==> config.mk <==
export PLATFORM = sky130hd
export DESIGN_NAME = rds_top
export DESIGN_NICKNAME = d
export VERILOG_FILES = /design/src/design/rds_pkg.sv /design/src/design/rds_peak.sv /design/src/design/rds_timer.sv /design/src/design/rds_top.sv
export SDC_FILE = /design/constraint.sdc
export NUM_CORES = 1
export LEC_CHECK = 0
export BUFFER_PORTS_ARGS = -buffer_cell sky130_fd_sc_hd__buf_2
export CAP_MARGIN = 10
export CORE_ASPECT_RATIO = 0.75
export CORE_MARGIN = 3
export CORE_UTILIZATION = 63
export DETAILED_ROUTE_END_ITERATION = 8
export HOLD_SLACK_MARGIN = 0.08
export PLACE_DENSITY = 0.86
export SETUP_SLACK_MARGIN = 0.3
export SYNTH_ARGS = -nofsm -noshare
export SYNTH_HDL_FRONTEND = slang
export SYNTH_SLANG_ARGS = --single-unit
==> constraint.sdc <==
create_clock -name clk_i -period 9.8 [get_ports clk_i]
set_input_delay 0.98 -clock clk_i [delete_from_list [all_inputs] [get_ports clk_i]]
set_output_delay 0.98 -clock clk_i [all_outputs]
set_load 0.05 [all_outputs]
==> src/design/rds_pkg.sv <==
// Package for the rescue direction selector: register map, field positions, timing.
// Assumes a 25 MHz control clock and a 32-bit classic Wishbone register bus.
package rds_pkg;
  localparam int unsigned CLK_HZ = 25_000_000;
  // Register byte offsets.
  localparam logic [7:0] REG_THRESH = 8'h00;
  localparam logic [7:0] REG_SETUP = 8'h04;
  localparam logic [7:0] REG_DELAY = 8'h08;
  localparam logic [7:0] REG_MINDC = 8'h0c;
  localparam logic [7:0] REG_STATUS = 8'h10;
  localparam logic [7:0] REG_CTRL = 8'h14;
  // Fields of the direction setup byte.
  localparam int unsigned SETUP_ACT = 0;
  localparam int unsigned SETUP_CRIT = 1;
  localparam int unsigned SETUP_TEST = 2;
  // Reset values.
  localparam logic [7:0] THRESH_RST = 8'h64;
  localparam logic [7:0] SETUP_RST = 8'h00;
  localparam logic [6:0] DELAY_RST = 7'h00;
  localparam logic [15:0] MINDC_RST = 16'h0000;
  // Setting limits: threshold in percent, delay in hundredths of a second.
  localparam logic [7:0] THRESH_MIN = 8'h01;
  localparam logic [7:0] THRESH_MAX = 8'hc8;
  localparam logic [6:0] DELAY_MAX = 7'h64;
  // One delay step is 10 ms.
  localparam int unsigned DELAY_STEP_MS = 10;
  localparam int unsigned DELAY_STEP_CYC = CLK_HZ / 1000 * DELAY_STEP_MS;
  // Length of each direction test run and of the pause between them, in ms.
  localparam int unsigned TEST_MS = 500;
  localparam int unsigned TEST_CYC = CLK_HZ / 1000 * TEST_MS;
  localparam int unsigned PAUSE_MS = 100;
  localparam int unsigned PAUSE_CYC = CLK_HZ / 1000 * PAUSE_MS;
  typedef enum logic [2:0] {
    ST_IDLE = 3'b000,
    ST_DELAY = 3'b001,
    ST_TEST_FWD = 3'b010,
    ST_PAUSE = 3'b011,
    ST_TEST_REV = 3'b100,
    ST_RUN = 3'b101,
    ST_CANCEL = 3'b110,
    ST_TRIP = 3'b111
  } rds_state_t;
endpackage

==> src/design/rds_peak.sv <==
// Tracks the peak power, and the output frequency at the first threshold hit, seen during one direction test.
// Assumes power and frequency are sampled values synchronous to clk_i.
module rds_peak
  import rds_pkg::*;
#(
  parameter int unsigned W = 16
) (
  input wire logic clk_i,
  input wire logic rst_i,
  input wire logic clear_i,
  input wire logic enable_i,
  input wire logic [W-1:0] power_i,
  input wire logic [W-1:0] freq_i,
  input wire logic [W-1:0] thresh_i,
  output logic [W-1:0] power_o,
  output logic [W-1:0] freq_at_hit_o,
  output logic hit_o
);
  logic [W-1:0] power_reg;
  logic [W-1:0] freq_reg;
  logic hit_reg;

  always_ff @(posedge clk_i) begin
    if (rst_i || clear_i) begin
      power_reg <= '0;
      freq_reg <= '0;
      hit_reg <= 1'b0;
    end else if (enable_i) begin
      if (power_i > power_reg) begin
        power_reg <= power_i;
      end
      // The frequency is frozen at the first threshold crossing.
      if (!hit_reg && power_i >= thresh_i) begin
        hit_reg <= 1'b1;
        freq_reg <= freq_i;
      end
    end
  end

  assign power_o = power_reg;
  assign freq_at_hit_o = freq_reg;
  assign hit_o = hit_reg;
endmodule

==> src/design/rds_timer.sv <==
// Down-counting timer: loads a count, pulses done when it reaches zero.
// Assumes load is a one-cycle strobe from the sequencer.
module rds_timer
  import rds_pkg::*;
#(
  parameter int unsigned W = 32
) (
  input wire logic clk_i,
  input wire logic rst_i,
  input wire logic load_i,
  input wire logic [W-1:0] count_i,
  output logic busy_o,
  output logic done_o
);
  logic [W-1:0] cnt_reg;
  logic busy_reg;

  always_ff @(posedge clk_i) begin
    if (rst_i) begin
      cnt_reg <= '0;
      busy_reg <= 1'b0;
    end else if (load_i) begin
      // Loading one less makes busy last exactly count_i cycles; count_i must not be zero.
      cnt_reg <= count_i - 1'b1;
      busy_reg <= 1'b1;
    end else if (busy_reg) begin
      if (cnt_reg == '0) begin
        busy_reg <= 1'b0;
      end else begin
        cnt_reg <= cnt_reg - 1'b1;
      end
    end
  end

  assign busy_o = busy_reg;
  assign done_o = busy_reg && (cnt_reg == '0);
endmodule

==> src/design/rds_top.sv <==
// Rescue direction selector: chooses the travel direction during battery rescue.
// Assumes synchronous inputs, measured power in percent and a classic Wishbone master.
// Notes on behaviour
// - Settable power threshold 1..200 percent decides rescue travel direction.
// - Activation bit clear: battery mode follows forward and reverse run terminals.
// - Activation bit set in battery mode: direction from setup bits, not terminals.
// - Criteria bit clear and threshold hit both ways: cancel rescue, no run.
// - Criteria bit set: choose direction with highest frequency at threshold hit.
// - Test bit clear: always run forward; end when run command is withdrawn.
// - Test bit set: test forward, pause, test reverse, finish at lower power.
// - Direction calculation begins after settable delay of 0.00 to 1.00 s.
// - Rescue run allowed only while DC link is strictly above minimum level.
// - DC link at or below minimum trips undervoltage on any run command, except while rescue is cancelled.
//
// Implementation choices: register access over Wishbone and the register addresses.
module rds_top
  import rds_pkg::*;
#(
  parameter int unsigned PW = 16,
  parameter int unsigned TEST_CYCLES = TEST_CYC,
  parameter int unsigned PAUSE_CYCLES = PAUSE_CYC,
  parameter int unsigned STEP_CYCLES = DELAY_STEP_CYC
) (
  input wire logic clk_i,
  input wire logic rst_i,
  input wire logic cyc_i,
  input wire logic stb_i,
  input wire logic we_i,
  input wire logic [7:0] adr_i,
  input wire logic [3:0] sel_i,
  input wire logic [31:0] dat_i,
  output logic [31:0] dat_o,
  output logic ack_o,
  input wire logic run_forward_i,
  input wire logic run_reverse_i,
  input wire logic battery_mode_input_i,
  input wire logic [PW-1:0] input_power_i,
  input wire logic [PW-1:0] output_freq_i,
  input wire logic [15:0] dc_link_i,
  output logic motor_fwd_o,
  output logic motor_rev_o,
  output logic undervoltage_trip_o,
  output logic rescue_cancel_o
);
  localparam int unsigned TW = 32;

  logic [7:0] power_threshold_setting_reg;
  logic [7:0] direction_setup_byte_reg;
  logic [6:0] calc_delay_setting_reg;
  logic [15:0] min_dc_link_level_reg;
  logic ack_reg;
  logic [31:0] dat_reg;
  logic trip_clear_reg;
  rds_state_t state_reg;
  rds_state_t state_next;
  logic [6:0] step_left_reg;
  logic fwd_reg;
  logic rev_reg;
  logic trip_reg;
  logic cancel_reg;

  logic wr_en;
  logic run_cmd;
  logic dc_ok;
  logic calc_on;
  logic tmr_load;
  logic [TW-1:0] tmr_count;
  logic tmr_busy;
  logic tmr_done;
  logic fwd_clear;
  logic rev_clear;
  logic [PW-1:0] fwd_power;
  logic [PW-1:0] rev_power;
  logic [PW-1:0] fwd_freq;
  logic [PW-1:0] rev_freq;
  logic fwd_hit;
  logic rev_hit;
  logic [PW-1:0] thresh_ext;

  // Writes land at the edge that completes the handshake, while ack is high.
  assign wr_en = cyc_i && stb_i && we_i && ack_reg;
  assign run_cmd = run_forward_i || run_reverse_i;
  assign dc_ok = dc_link_i > min_dc_link_level_reg;
  assign calc_on = direction_setup_byte_reg[SETUP_ACT] && battery_mode_input_i;
  assign thresh_ext = PW'(power_threshold_setting_reg);

  // Bus answer: ack one cycle after the request, dropped the cycle after.
  always_ff @(posedge clk_i) begin
    if (rst_i) begin
      ack_reg <= 1'b0;
    end else begin
      ack_reg <= cyc_i && stb_i && !ack_reg;
    end
  end

  // Threshold writes are clamped into the 1..200 percent range.
  always_ff @(posedge clk_i) begin
    if (rst_i) begin
      power_threshold_setting_reg <= THRESH_RST;
    end else if (wr_en && adr_i == REG_THRESH && sel_i[0]) begin
      if (dat_i[7:0] < THRESH_MIN) begin
        power_threshold_setting_reg <= THRESH_MIN;
      end else if (dat_i[7:0] > THRESH_MAX) begin
        power_threshold_setting_reg <= THRESH_MAX;
      end else begin
        power_threshold_setting_reg <= dat_i[7:0];
      end
    end
  end

  always_ff @(posedge clk_i) begin
    if (rst_i) begin
      direction_setup_byte_reg <= SETUP_RST;
    end else if (wr_en && adr_i == REG_SETUP && sel_i[0]) begin
      direction_setup_byte_reg <= dat_i[7:0];
    end
  end

  // Delay is in 10 ms steps, capped at one second.
  always_ff @(posedge clk_i) begin
    if (rst_i) begin
      calc_delay_setting_reg <= DELAY_RST;
    end else if (wr_en && adr_i == REG_DELAY && sel_i[0]) begin
      if (dat_i[6:0] > DELAY_MAX || dat_i[7]) begin
        calc_delay_setting_reg <= DELAY_MAX;
      end else begin
        calc_delay_setting_reg <= dat_i[6:0];
      end
    end
  end

  always_ff @(posedge clk_i) begin
    if (rst_i) begin
      min_dc_link_level_reg <= MINDC_RST;
    end else if (wr_en && adr_i == REG_MINDC) begin
      if (sel_i[0]) begin
        min_dc_link_level_reg[7:0] <= dat_i[7:0];
      end
      if (sel_i[1]) begin
        min_dc_link_level_reg[15:8] <= dat_i[15:8];
      end
    end
  end

  // Writing bit 0 of the control register clears a latched cancel, or a trip unless a run command still meets a low link voltage.
  always_ff @(posedge clk_i) begin
    if (rst_i) begin
      trip_clear_reg <= 1'b0;
    end else begin
      trip_clear_reg <= wr_en && adr_i == REG_CTRL && sel_i[0] && dat_i[0];
    end
  end

  always_ff @(posedge clk_i) begin
    if (rst_i) begin
      dat_reg <= 32'h0000_0000;
    end else if (cyc_i && stb_i && !we_i && !ack_reg) begin
      unique case (adr_i)
        REG_THRESH: dat_reg <= {24'h00_0000, power_threshold_setting_reg};
        REG_SETUP: dat_reg <= {24'h00_0000, direction_setup_byte_reg};
        REG_DELAY: dat_reg <= {25'h000_0000, calc_delay_setting_reg};
        REG_MINDC: dat_reg <= {16'h0000, min_dc_link_level_reg};
        REG_STATUS: dat_reg <= {22'h00_0000, dc_ok, fwd_hit, rev_hit, state_reg,
                                cancel_reg, trip_reg, rev_reg, fwd_reg};
        default: dat_reg <= 32'h0000_0000;
      endcase
    end
  end

  assign ack_o = ack_reg;
  assign dat_o = dat_reg;

  // Sequencer.
  always_comb begin
    state_next = state_reg;
    tmr_load = 1'b0;
    tmr_count = '0;
    fwd_clear = 1'b0;
    rev_clear = 1'b0;
    unique case (state_reg)
      ST_IDLE: begin
        if (run_cmd && !dc_ok) begin
          state_next = ST_TRIP;
        end else if (run_cmd && calc_on) begin
          state_next = ST_DELAY;
          // A zero delay loads no step, so the calculation starts at once.
          tmr_load = (calc_delay_setting_reg != '0);
          tmr_count = STEP_CYCLES;
          fwd_clear = 1'b1;
          rev_clear = 1'b1;
        end
      end
      ST_DELAY: begin
        if (!run_cmd) begin
          state_next = ST_IDLE;
        end else if (step_left_reg == '0 && !tmr_busy) begin
          state_next = direction_setup_byte_reg[SETUP_TEST] ? ST_TEST_FWD : ST_RUN;
          tmr_load = direction_setup_byte_reg[SETUP_TEST];
          tmr_count = TEST_CYCLES;
        end else if (tmr_done && step_left_reg > 7'h01) begin
          tmr_load = 1'b1;
          tmr_count = STEP_CYCLES;
        end
      end
      ST_TEST_FWD: begin
        if (!run_cmd) begin
          state_next = ST_IDLE;
        end else if (tmr_done) begin
          state_next = ST_PAUSE;
          tmr_load = 1'b1;
          tmr_count = PAUSE_CYCLES;
        end
      end
      ST_PAUSE: begin
        if (!run_cmd) begin
          state_next = ST_IDLE;
        end else if (tmr_done) begin
          state_next = ST_TEST_REV;
          tmr_load = 1'b1;
          tmr_count = TEST_CYCLES;
        end
      end
      ST_TEST_REV: begin
        if (!run_cmd) begin
          state_next = ST_IDLE;
        end else if (tmr_done) begin
          if (fwd_hit && rev_hit && !direction_setup_byte_reg[SETUP_CRIT]) begin
            state_next = ST_CANCEL;
          end else begin
            state_next = ST_RUN;
          end
        end
      end
      ST_RUN: begin
        if (!run_cmd) begin
          state_next = ST_IDLE;
        end
      end
      ST_CANCEL: begin
        if (trip_clear_reg) begin
          state_next = ST_IDLE;
        end
      end
      ST_TRIP: begin
        if (trip_clear_reg && !(run_cmd && !dc_ok)) begin
          state_next = ST_IDLE;
        end
      end
      default: state_next = ST_IDLE;
    endcase
    // A run only continues while the link voltage holds.
    if (state_reg != ST_IDLE && state_reg != ST_TRIP && state_reg != ST_CANCEL
        && run_cmd && !dc_ok) begin
      state_next = ST_TRIP;
    end
  end

  always_ff @(posedge clk_i) begin
    if (rst_i) begin
      state_reg <= ST_IDLE;
    end else begin
      state_reg <= state_next;
    end
  end

  // Delay is counted in whole steps so the timer stays narrow in meaning.
  always_ff @(posedge clk_i) begin
    if (rst_i) begin
      step_left_reg <= DELAY_RST;
    end else if (state_reg == ST_IDLE) begin
      step_left_reg <= calc_delay_setting_reg;
    end else if (state_reg == ST_DELAY && tmr_done && step_left_reg != '0) begin
      step_left_reg <= step_left_reg - 7'h01;
    end
  end

  // Direction choice once the tests are done.
  logic pick_rev;
  always_comb begin
    pick_rev = 1'b0;
    if (direction_setup_byte_reg[SETUP_TEST]) begin
      if (fwd_hit && rev_hit) begin
        pick_rev = rev_freq > fwd_freq;
      end else if (fwd_hit != rev_hit) begin
        pick_rev = fwd_hit;
      end else begin
        pick_rev = rev_power < fwd_power;
      end
    end
  end

  always_ff @(posedge clk_i) begin
    if (rst_i) begin
      fwd_reg <= 1'b0;
      rev_reg <= 1'b0;
    end else if (!battery_mode_input_i || !direction_setup_byte_reg[SETUP_ACT]) begin
      fwd_reg <= run_forward_i && !run_reverse_i && dc_ok && state_next != ST_TRIP;
      rev_reg <= run_reverse_i && !run_forward_i && dc_ok && state_next != ST_TRIP;
    end else begin
      unique case (state_next)
        ST_TEST_FWD: begin
          fwd_reg <= 1'b1;
          rev_reg <= 1'b0;
        end
        ST_TEST_REV: begin
          fwd_reg <= 1'b0;
          rev_reg <= 1'b1;
        end
        ST_RUN: begin
          fwd_reg <= !pick_rev;
          rev_reg <= pick_rev;
        end
        default: begin
          fwd_reg <= 1'b0;
          rev_reg <= 1'b0;
        end
      endcase
    end
  end

  always_ff @(posedge clk_i) begin
    if (rst_i) begin
      trip_reg <= 1'b0;
      cancel_reg <= 1'b0;
    end else begin
      trip_reg <= state_next == ST_TRIP;
      cancel_reg <= state_next == ST_CANCEL;
    end
  end

  assign motor_fwd_o = fwd_reg;
  assign motor_rev_o = rev_reg;
  assign undervoltage_trip_o = trip_reg;
  assign rescue_cancel_o = cancel_reg;

  rds_timer #(.W(TW)) u_timer (
    .clk_i(clk_i),
    .rst_i(rst_i),
    .load_i(tmr_load),
    .count_i(tmr_count),
    .busy_o(tmr_busy),
    .done_o(tmr_done)
  );

  rds_peak #(.W(PW)) u_peak_fwd (
    .clk_i(clk_i),
    .rst_i(rst_i),
    .clear_i(fwd_clear),
    .enable_i(state_reg == ST_TEST_FWD),
    .power_i(input_power_i),
    .freq_i(output_freq_i),
    .thresh_i(thresh_ext),
    .power_o(fwd_power),
    .freq_at_hit_o(fwd_freq),
    .hit_o(fwd_hit)
  );

  rds_peak #(.W(PW)) u_peak_rev (
    .clk_i(clk_i),
    .rst_i(rst_i),
    .clear_i(rev_clear),
    .enable_i(state_reg == ST_TEST_REV),
    .power_i(input_power_i),
    .freq_i(output_freq_i),
    .thresh_i(thresh_ext),
    .power_o(rev_power),
    .freq_at_hit_o(rev_freq),
    .hit_o(rev_hit)
  );
endmodule

# Yosys cells after proc, flatten, opt, wreduce, memory -nomap -nowiden
# Index checks and enable logic that the tools add are counted.
# Widths: inputs -> output; s select.
# classes
n_addsub	3
n_lt_le_gt_ge	10
eq_ne	22
mux	57
n_reduce_logical	73
# ops
cell	n
$mux 24	4
$mux 32	3
$pmux 24 s4	1
$pmux 16 s5	1
$gt 16x16->1	4
$mux 18	3
$mux 3	15
$mux 22	2
$logic_and 1x1->1	39
$logic_not 32->1	1
$sub 32x1->32 const B	1
$sub 24x1->25 const B	1
$eq 3x3->1 const B	8
$pmux 3 s8	1
$mux 7	3
$mux 1	18
$eq 8x4->1 const B	2
$eq 8x5->1 const B	2
$ge 16x8->1	1
$lt 16x16->1	1
$mux 8	2
$reduce_and 2->1	7
$reduce_bool 7->1	2
$logic_not 1->1	13
other kinds (21)	30
# totals
register_bits	186
inputBits	100
output_inout_bits	37
wordCells	187

# Longest topological paths before layout
# depth
ltp_word	11
ltp_mapped	13
depth_no_buf	13

# By module
# A second synthesis with hierarchy kept.
# unflattened
cells_unflattened	1420
area_unflattened_um2	11995.3
# modules_own_cells
mod	instances	cells_per_inst	area_each_um2	seq_area_each_um2
rds_top	1	592	4815.9	1421.4
rds_peak	2	240	2229.6	660.6
rds_timer	1	348	2720.1	660.6

# Worst setup path before layout
# No wires, ideal clock.
# synth_timing
path_kind	input to register
startpoint	input port dc_link_i[11]
endpoint	register u_timer.cnt_reg[4]
setup_time_ns	0.127
t_arrival_ns	3.525
required_ns	9.673
setup_slack_ns	6.149
cell_stages	12
path_buffers	0
path_cell_list	ha_1 > and3_1 > a221o_1 > a22o_1 > a211o_1 > a31oi_1 > ha_1 > ha_1 > a2111oi_0 > nand2_1 > o21ai_0 > nor2b_1
# synth_via
elab_chain_cells	7
word_cells_on_any_way	12
cone_classes	add/sub: 1; order compare: 1; eq/ne: 1; mux: 5; reduce/logical: 4
# synth_lines
element	line	text
start, declared	rds_top.sv:39	input wire logic [15:0] dc_link_i,
$gt 16x16->1 (*)	rds_top.sv:83	assign dc_ok = dc_link_i > min_dc_link_level_reg;
$logic_not 1->1 (*)	rds_top.sv:182	if (run_cmd && !dc_ok) begin
$logic_and 1x1->1 (*)	rds_top.sv:182	
$mux 18 / $mux 1 (equally long branches)	rds_top.sv:182	
$pmux 24 s4 / $pmux 1 s3 (equally long branches)	rds_top.sv:180	unique case (state_reg)
$sub 24x1->25, or another cell as far along	rds_timer.sv:24	cnt_reg <= count_i - 1'b1;
$mux 32 / $reduce_and 2->1 (equally long branches)	n/a	
end signal, assigned	rds_timer.sv:24	
end signal, assigned	rds_timer.sv:30	cnt_reg <= cnt_reg - 1'b1;
end, declared	rds_timer.sv:15	logic [W-1:0] cnt_reg;
# Mark *: on every way between the ends. The rest lies on a longest branch, timed or not.
# A chain may end at the register's enable or synchronous reset.

# Worst setup path after layout
# layout_timing
startpoint	register u_timer.cnt_reg[20]
endpoint	register u_timer.cnt_reg[16]
# layout_via
elab_chain_cells	9
word_cells_on_any_way	22
cone_classes	add/sub: 1; eq/ne: 1; mux: 15; reduce/logical: 5
# layout_lines
element	line	text
$logic_not 32->1 (*)	rds_timer.sv:27, rds_timer.sv:36	
$logic_and 1x1->1	rds_timer.sv:36	assign done_o = busy_reg && (cnt_reg == '0);
$logic_and 1x1->1	rds_top.sv:200	end else if (tmr_done && step_left_reg > 7'h01) begin
$mux 18 / $mux 1 (equally long branches)	rds_top.sv:200	
$mux 24 / $mux 1 (equally long branches)	rds_top.sv:196	end else if (step_left_reg == '0 && !tmr_busy) begin
$mux 24 / $mux 1 (equally long branches)	rds_top.sv:194	if (!run_cmd) begin
$pmux 24 s4 / $pmux 1 s3 (equally long branches)	rds_top.sv:180	
$sub 24x1->25, or another cell as far along	rds_timer.sv:24	
$mux 32 / $reduce_and 2->1 (equally long branches)	n/a	
# Marks and branches as above.

==> flow_summary.json <==
{
  "tightest_slew_ps": 1241,
  "routed_wl_mm": 24.29,
  "period_share": 0.3931,
  "leakagePower_nw": 4.890,
  "critPathSlowestCell": "or4_1",
  "netlist_area_um2": 9917,
  "yosysTopAreaCell": "dfxtp_1",
  "n_antenna_cell": 0,
  "crit_family": "simple AND/OR/NAND/NOR gates",
  "synth_fa_ha_area_frac": 0.1199,
  "drive_gt1_frac": 0.1395,
  "core_um2": 15320,
  "start_util": 0.6472,
  "syn_area_per_cell_um2": 8.631,
  "hp-class": "reg -> reg",
  "rsz0062_at_grt": "no",
  "vias_per_cell": 6.007,
  "ir_worst_vdd_mv": 0.1124,
  "drv_cap": 0,
  "drt_iter0_drc": 865,
  "synth.ff_latch_count": 170,
  "synthCells": 1149,
  "ant_nets": 0,
  "dieArea_um2": 17300,
  "worstPathCellList": "or4_1 -> nor3_1 -> nand3_1 -> o31a_1 -> or2_2 -> ha_1 -> ha_1 -> a2111oi_0 -> nand2_1 -> a32oi_1 -> o21ai_0",
  "startpoint_type": "register",
  "globalplace.congestion": 0.9459,
  "maxSlewHeadroom": 0.1683,
  "fin_crit_ps": 3852,
  "ys_seq_area_frac": 0.3432,
  "grt_pass1_wl_mm": 39.79,
  "crit_required_ps": 10080,
  "setup_viol": 0,
  "cts_tree": "done",
  "clkSinkCount": 170,
  "port_buffers": 102,
  "vias": 8722,
  "finalSetupTns_ps": 0,
  "met3_usage": 0.06886,
  "ys_warn_count": 0,
  "io_pins": 137,
  "drt_pass1_iterations": 6,
  "slew_viol_final": 0,
  "crit_top_cell": "ha_1",
  "synth_compound_area_frac": 0.1359,
  "synthTopCellsByCount": "nor2_1, dfxtp_1, ha_1",
  "synth_area_leaders": "dfxtp_1, ha_1, mux2i_1, nor2_1, inv_1",
  "synth_mux_area_frac": 0.1067,
  "grt_util_met2": 0.4254,
  "fmax_ghz": 0.2596,
  "critPathMaxFanout": 7,
  "slowest_delay_ps": 610,
  "drc": 0,
  "row_count": 39,
  "finalClockSkew_ps": 16.46,
  "clock-root-buffer": "clkbuf_16",
  "powerDensity_nw_per_um2": 150.1,
  "dpl.hpwl_mm": 17.53,
  "hold_buffers": 0,
  "largest_register_ffs": 32,
  "synth_most_common_cell": "nor2_1",
  "synth_cell_types": 76,
  "hold_viol": 0,
  "final_util": 0.7229,
  "cts_made_buffers": 17,
  "post_cts_resized": 0,
  "die_width_um": 150.9,
  "clockBufferDepth": 2,
  "busiest_layer": "met2",
  "cp_data_arrival_time_ps": 4130,
  "finalNetCount": 1429,
  "die_h_um": 114.7,
  "cp-end-kind": "register",
  "grt_overflow": 0,
  "antenna_found_initial": 0,
  "status": "finished clean",
  "clock_latency_ps": 440,
  "cts.clk_slew.worst_paths_ps": 70,
  "async_reset_ff_frac": 0,
  "areaGrowthSynthToFinish_pct": 11.70,
  "grt_max_degree": 95,
  "first_global_vias": 8151,
  "synth_top_area_share": 0.3432,
  "fill_cells": 1154,
  "h-tree-depth": 4,
  "grtUsageMet1": 0.4051,
  "synth_top_family_by_area": "simple AND/OR/NAND/NOR gates",
  "grt_usage": 0.2845,
  "wire_per_inst_um": 16.73,
  "synthSimpleGateAreaFrac": 0.2046,
  "post_cts_buffers": 0,
  "synthFlopType": "dfxtp_1",
  "path_buf_inv": 0,
  "synth-edff-count": 0,
  "synthXorXnorAreaFrac": 0.02561,
  "timing_worst_setup_path_type": "reg -> reg"
}
==> path summary, 6_finish.rpt <==
kind | from | endpoint | slack (ps) | depth (start not counted)
setup / recovery | u_timer.cnt_reg[20]$_SDFFE_PP0P_ | u_timer.cnt_reg[16]$_SDFFE_PP0P_ | 5950 | 11
hold / removal | dat_o[15]$_SDFFE_PP0P_ | dat_o[15]$_SDFFE_PP0P_ | 450 | 2
setup reg to reg | u_timer.cnt_reg[20]$_SDFFE_PP0P_ | u_timer.cnt_reg[16]$_SDFFE_PP0P_ | 5950 | 11
hold reg to reg | dat_o[15]$_SDFFE_PP0P_ | dat_o[15]$_SDFFE_PP0P_ | 450 | 2
==> power by group <==
group          switching [mW]  internal (mW)  leakage [nW]
Clock                   0.300          0.355         0.274
Sequential             0.0185          0.712          1.38
Combinational           0.169          0.107          3.24
Total                   0.487           1.17          4.89
==> per-layer routing <==
metal,part of all wire,wire [µm],up-vias
li1,-,-,4227
met1,0.47,11350,4089
met2,0.43,10560,365
met3,0.076,1852,41
met4,0.022,527,0
met5,0,0,-
==> tightest hold or removal path, delay by kind of cell, from the launching register on <==
| kind | cells | cell delay [ps] |
|---|---|---|
| flops | 1 | 310 |
| simple gates | 1 | 50 |
| compound gates | 1 | 50 |
==> cell usage in the layout (no fill, tap or decap), types with 6 or more instances in the layout <==
cell,n
nor2_1,173
dfxtp_1,170
buf_2,102
ha_1,95
mux2i_1,90
inv_1,88
nand2_1,58
a21oi_1,52
nor3_1,47
o21ai_0,35
nand4_1,21
xnor2_1,18
nand3_1,17
clkbuf_16,17
a21o_1,16
conb_1,16
nor4_1,14
nor2b_1,14
a211oi_1,12
a221oi_1,12
and3_1,11
nand2b_1,11
xor2_1,11
o211ai_1,8
a22oi_1,8
buf_4,8
a211o_1,7
or3_1,7
mux4_2,7
or4_1,6
==> area by class of cell <==
cell class / instances / area, µm² / share of cell area
repair buffers: 110 / 570.5 / 0.05151
clock inverters: 14 / 136.4 / 0.01231
clock buffers: 18 / 429.2 / 0.03874
well taps: 205 / 256.5 / 0.02316
inverters: 88 / 330.3 / 0.02982
multi-input cells: 847 / 5951 / 0.5372
flip-flops and latches: 170 / 3403 / 0.3072
==> logic make-up after synthesis <==
family,Yosys count
simple gates,415
compound gates,195
flops,170
buf+inv,147
mux,97
fa+ha+maj,95
xor+xnor,29
other cells,1
==> stage by stage <==
step / hold WS (ps) / instances / power, mW / worst slack [ps] / cell area [µm²]
floorplan: 442.0 / 1164 / 0.9400 / 6149 / 9973
global placement: 438.2 / 1420 / 1.003 / 5612 / 10510
detailed placement: 442.7 / 1420 / 1.014 / 5599 / 10510
CTS: 453.3 / 1452 / 1.666 / 6016 / 11080
global route: 470.5 / 1452 / 1.730 / 5630 / 11080
finish: 450.8 / 1452 / 1.662 / 5948 / 11080
(Power assumes the default switching activity.)
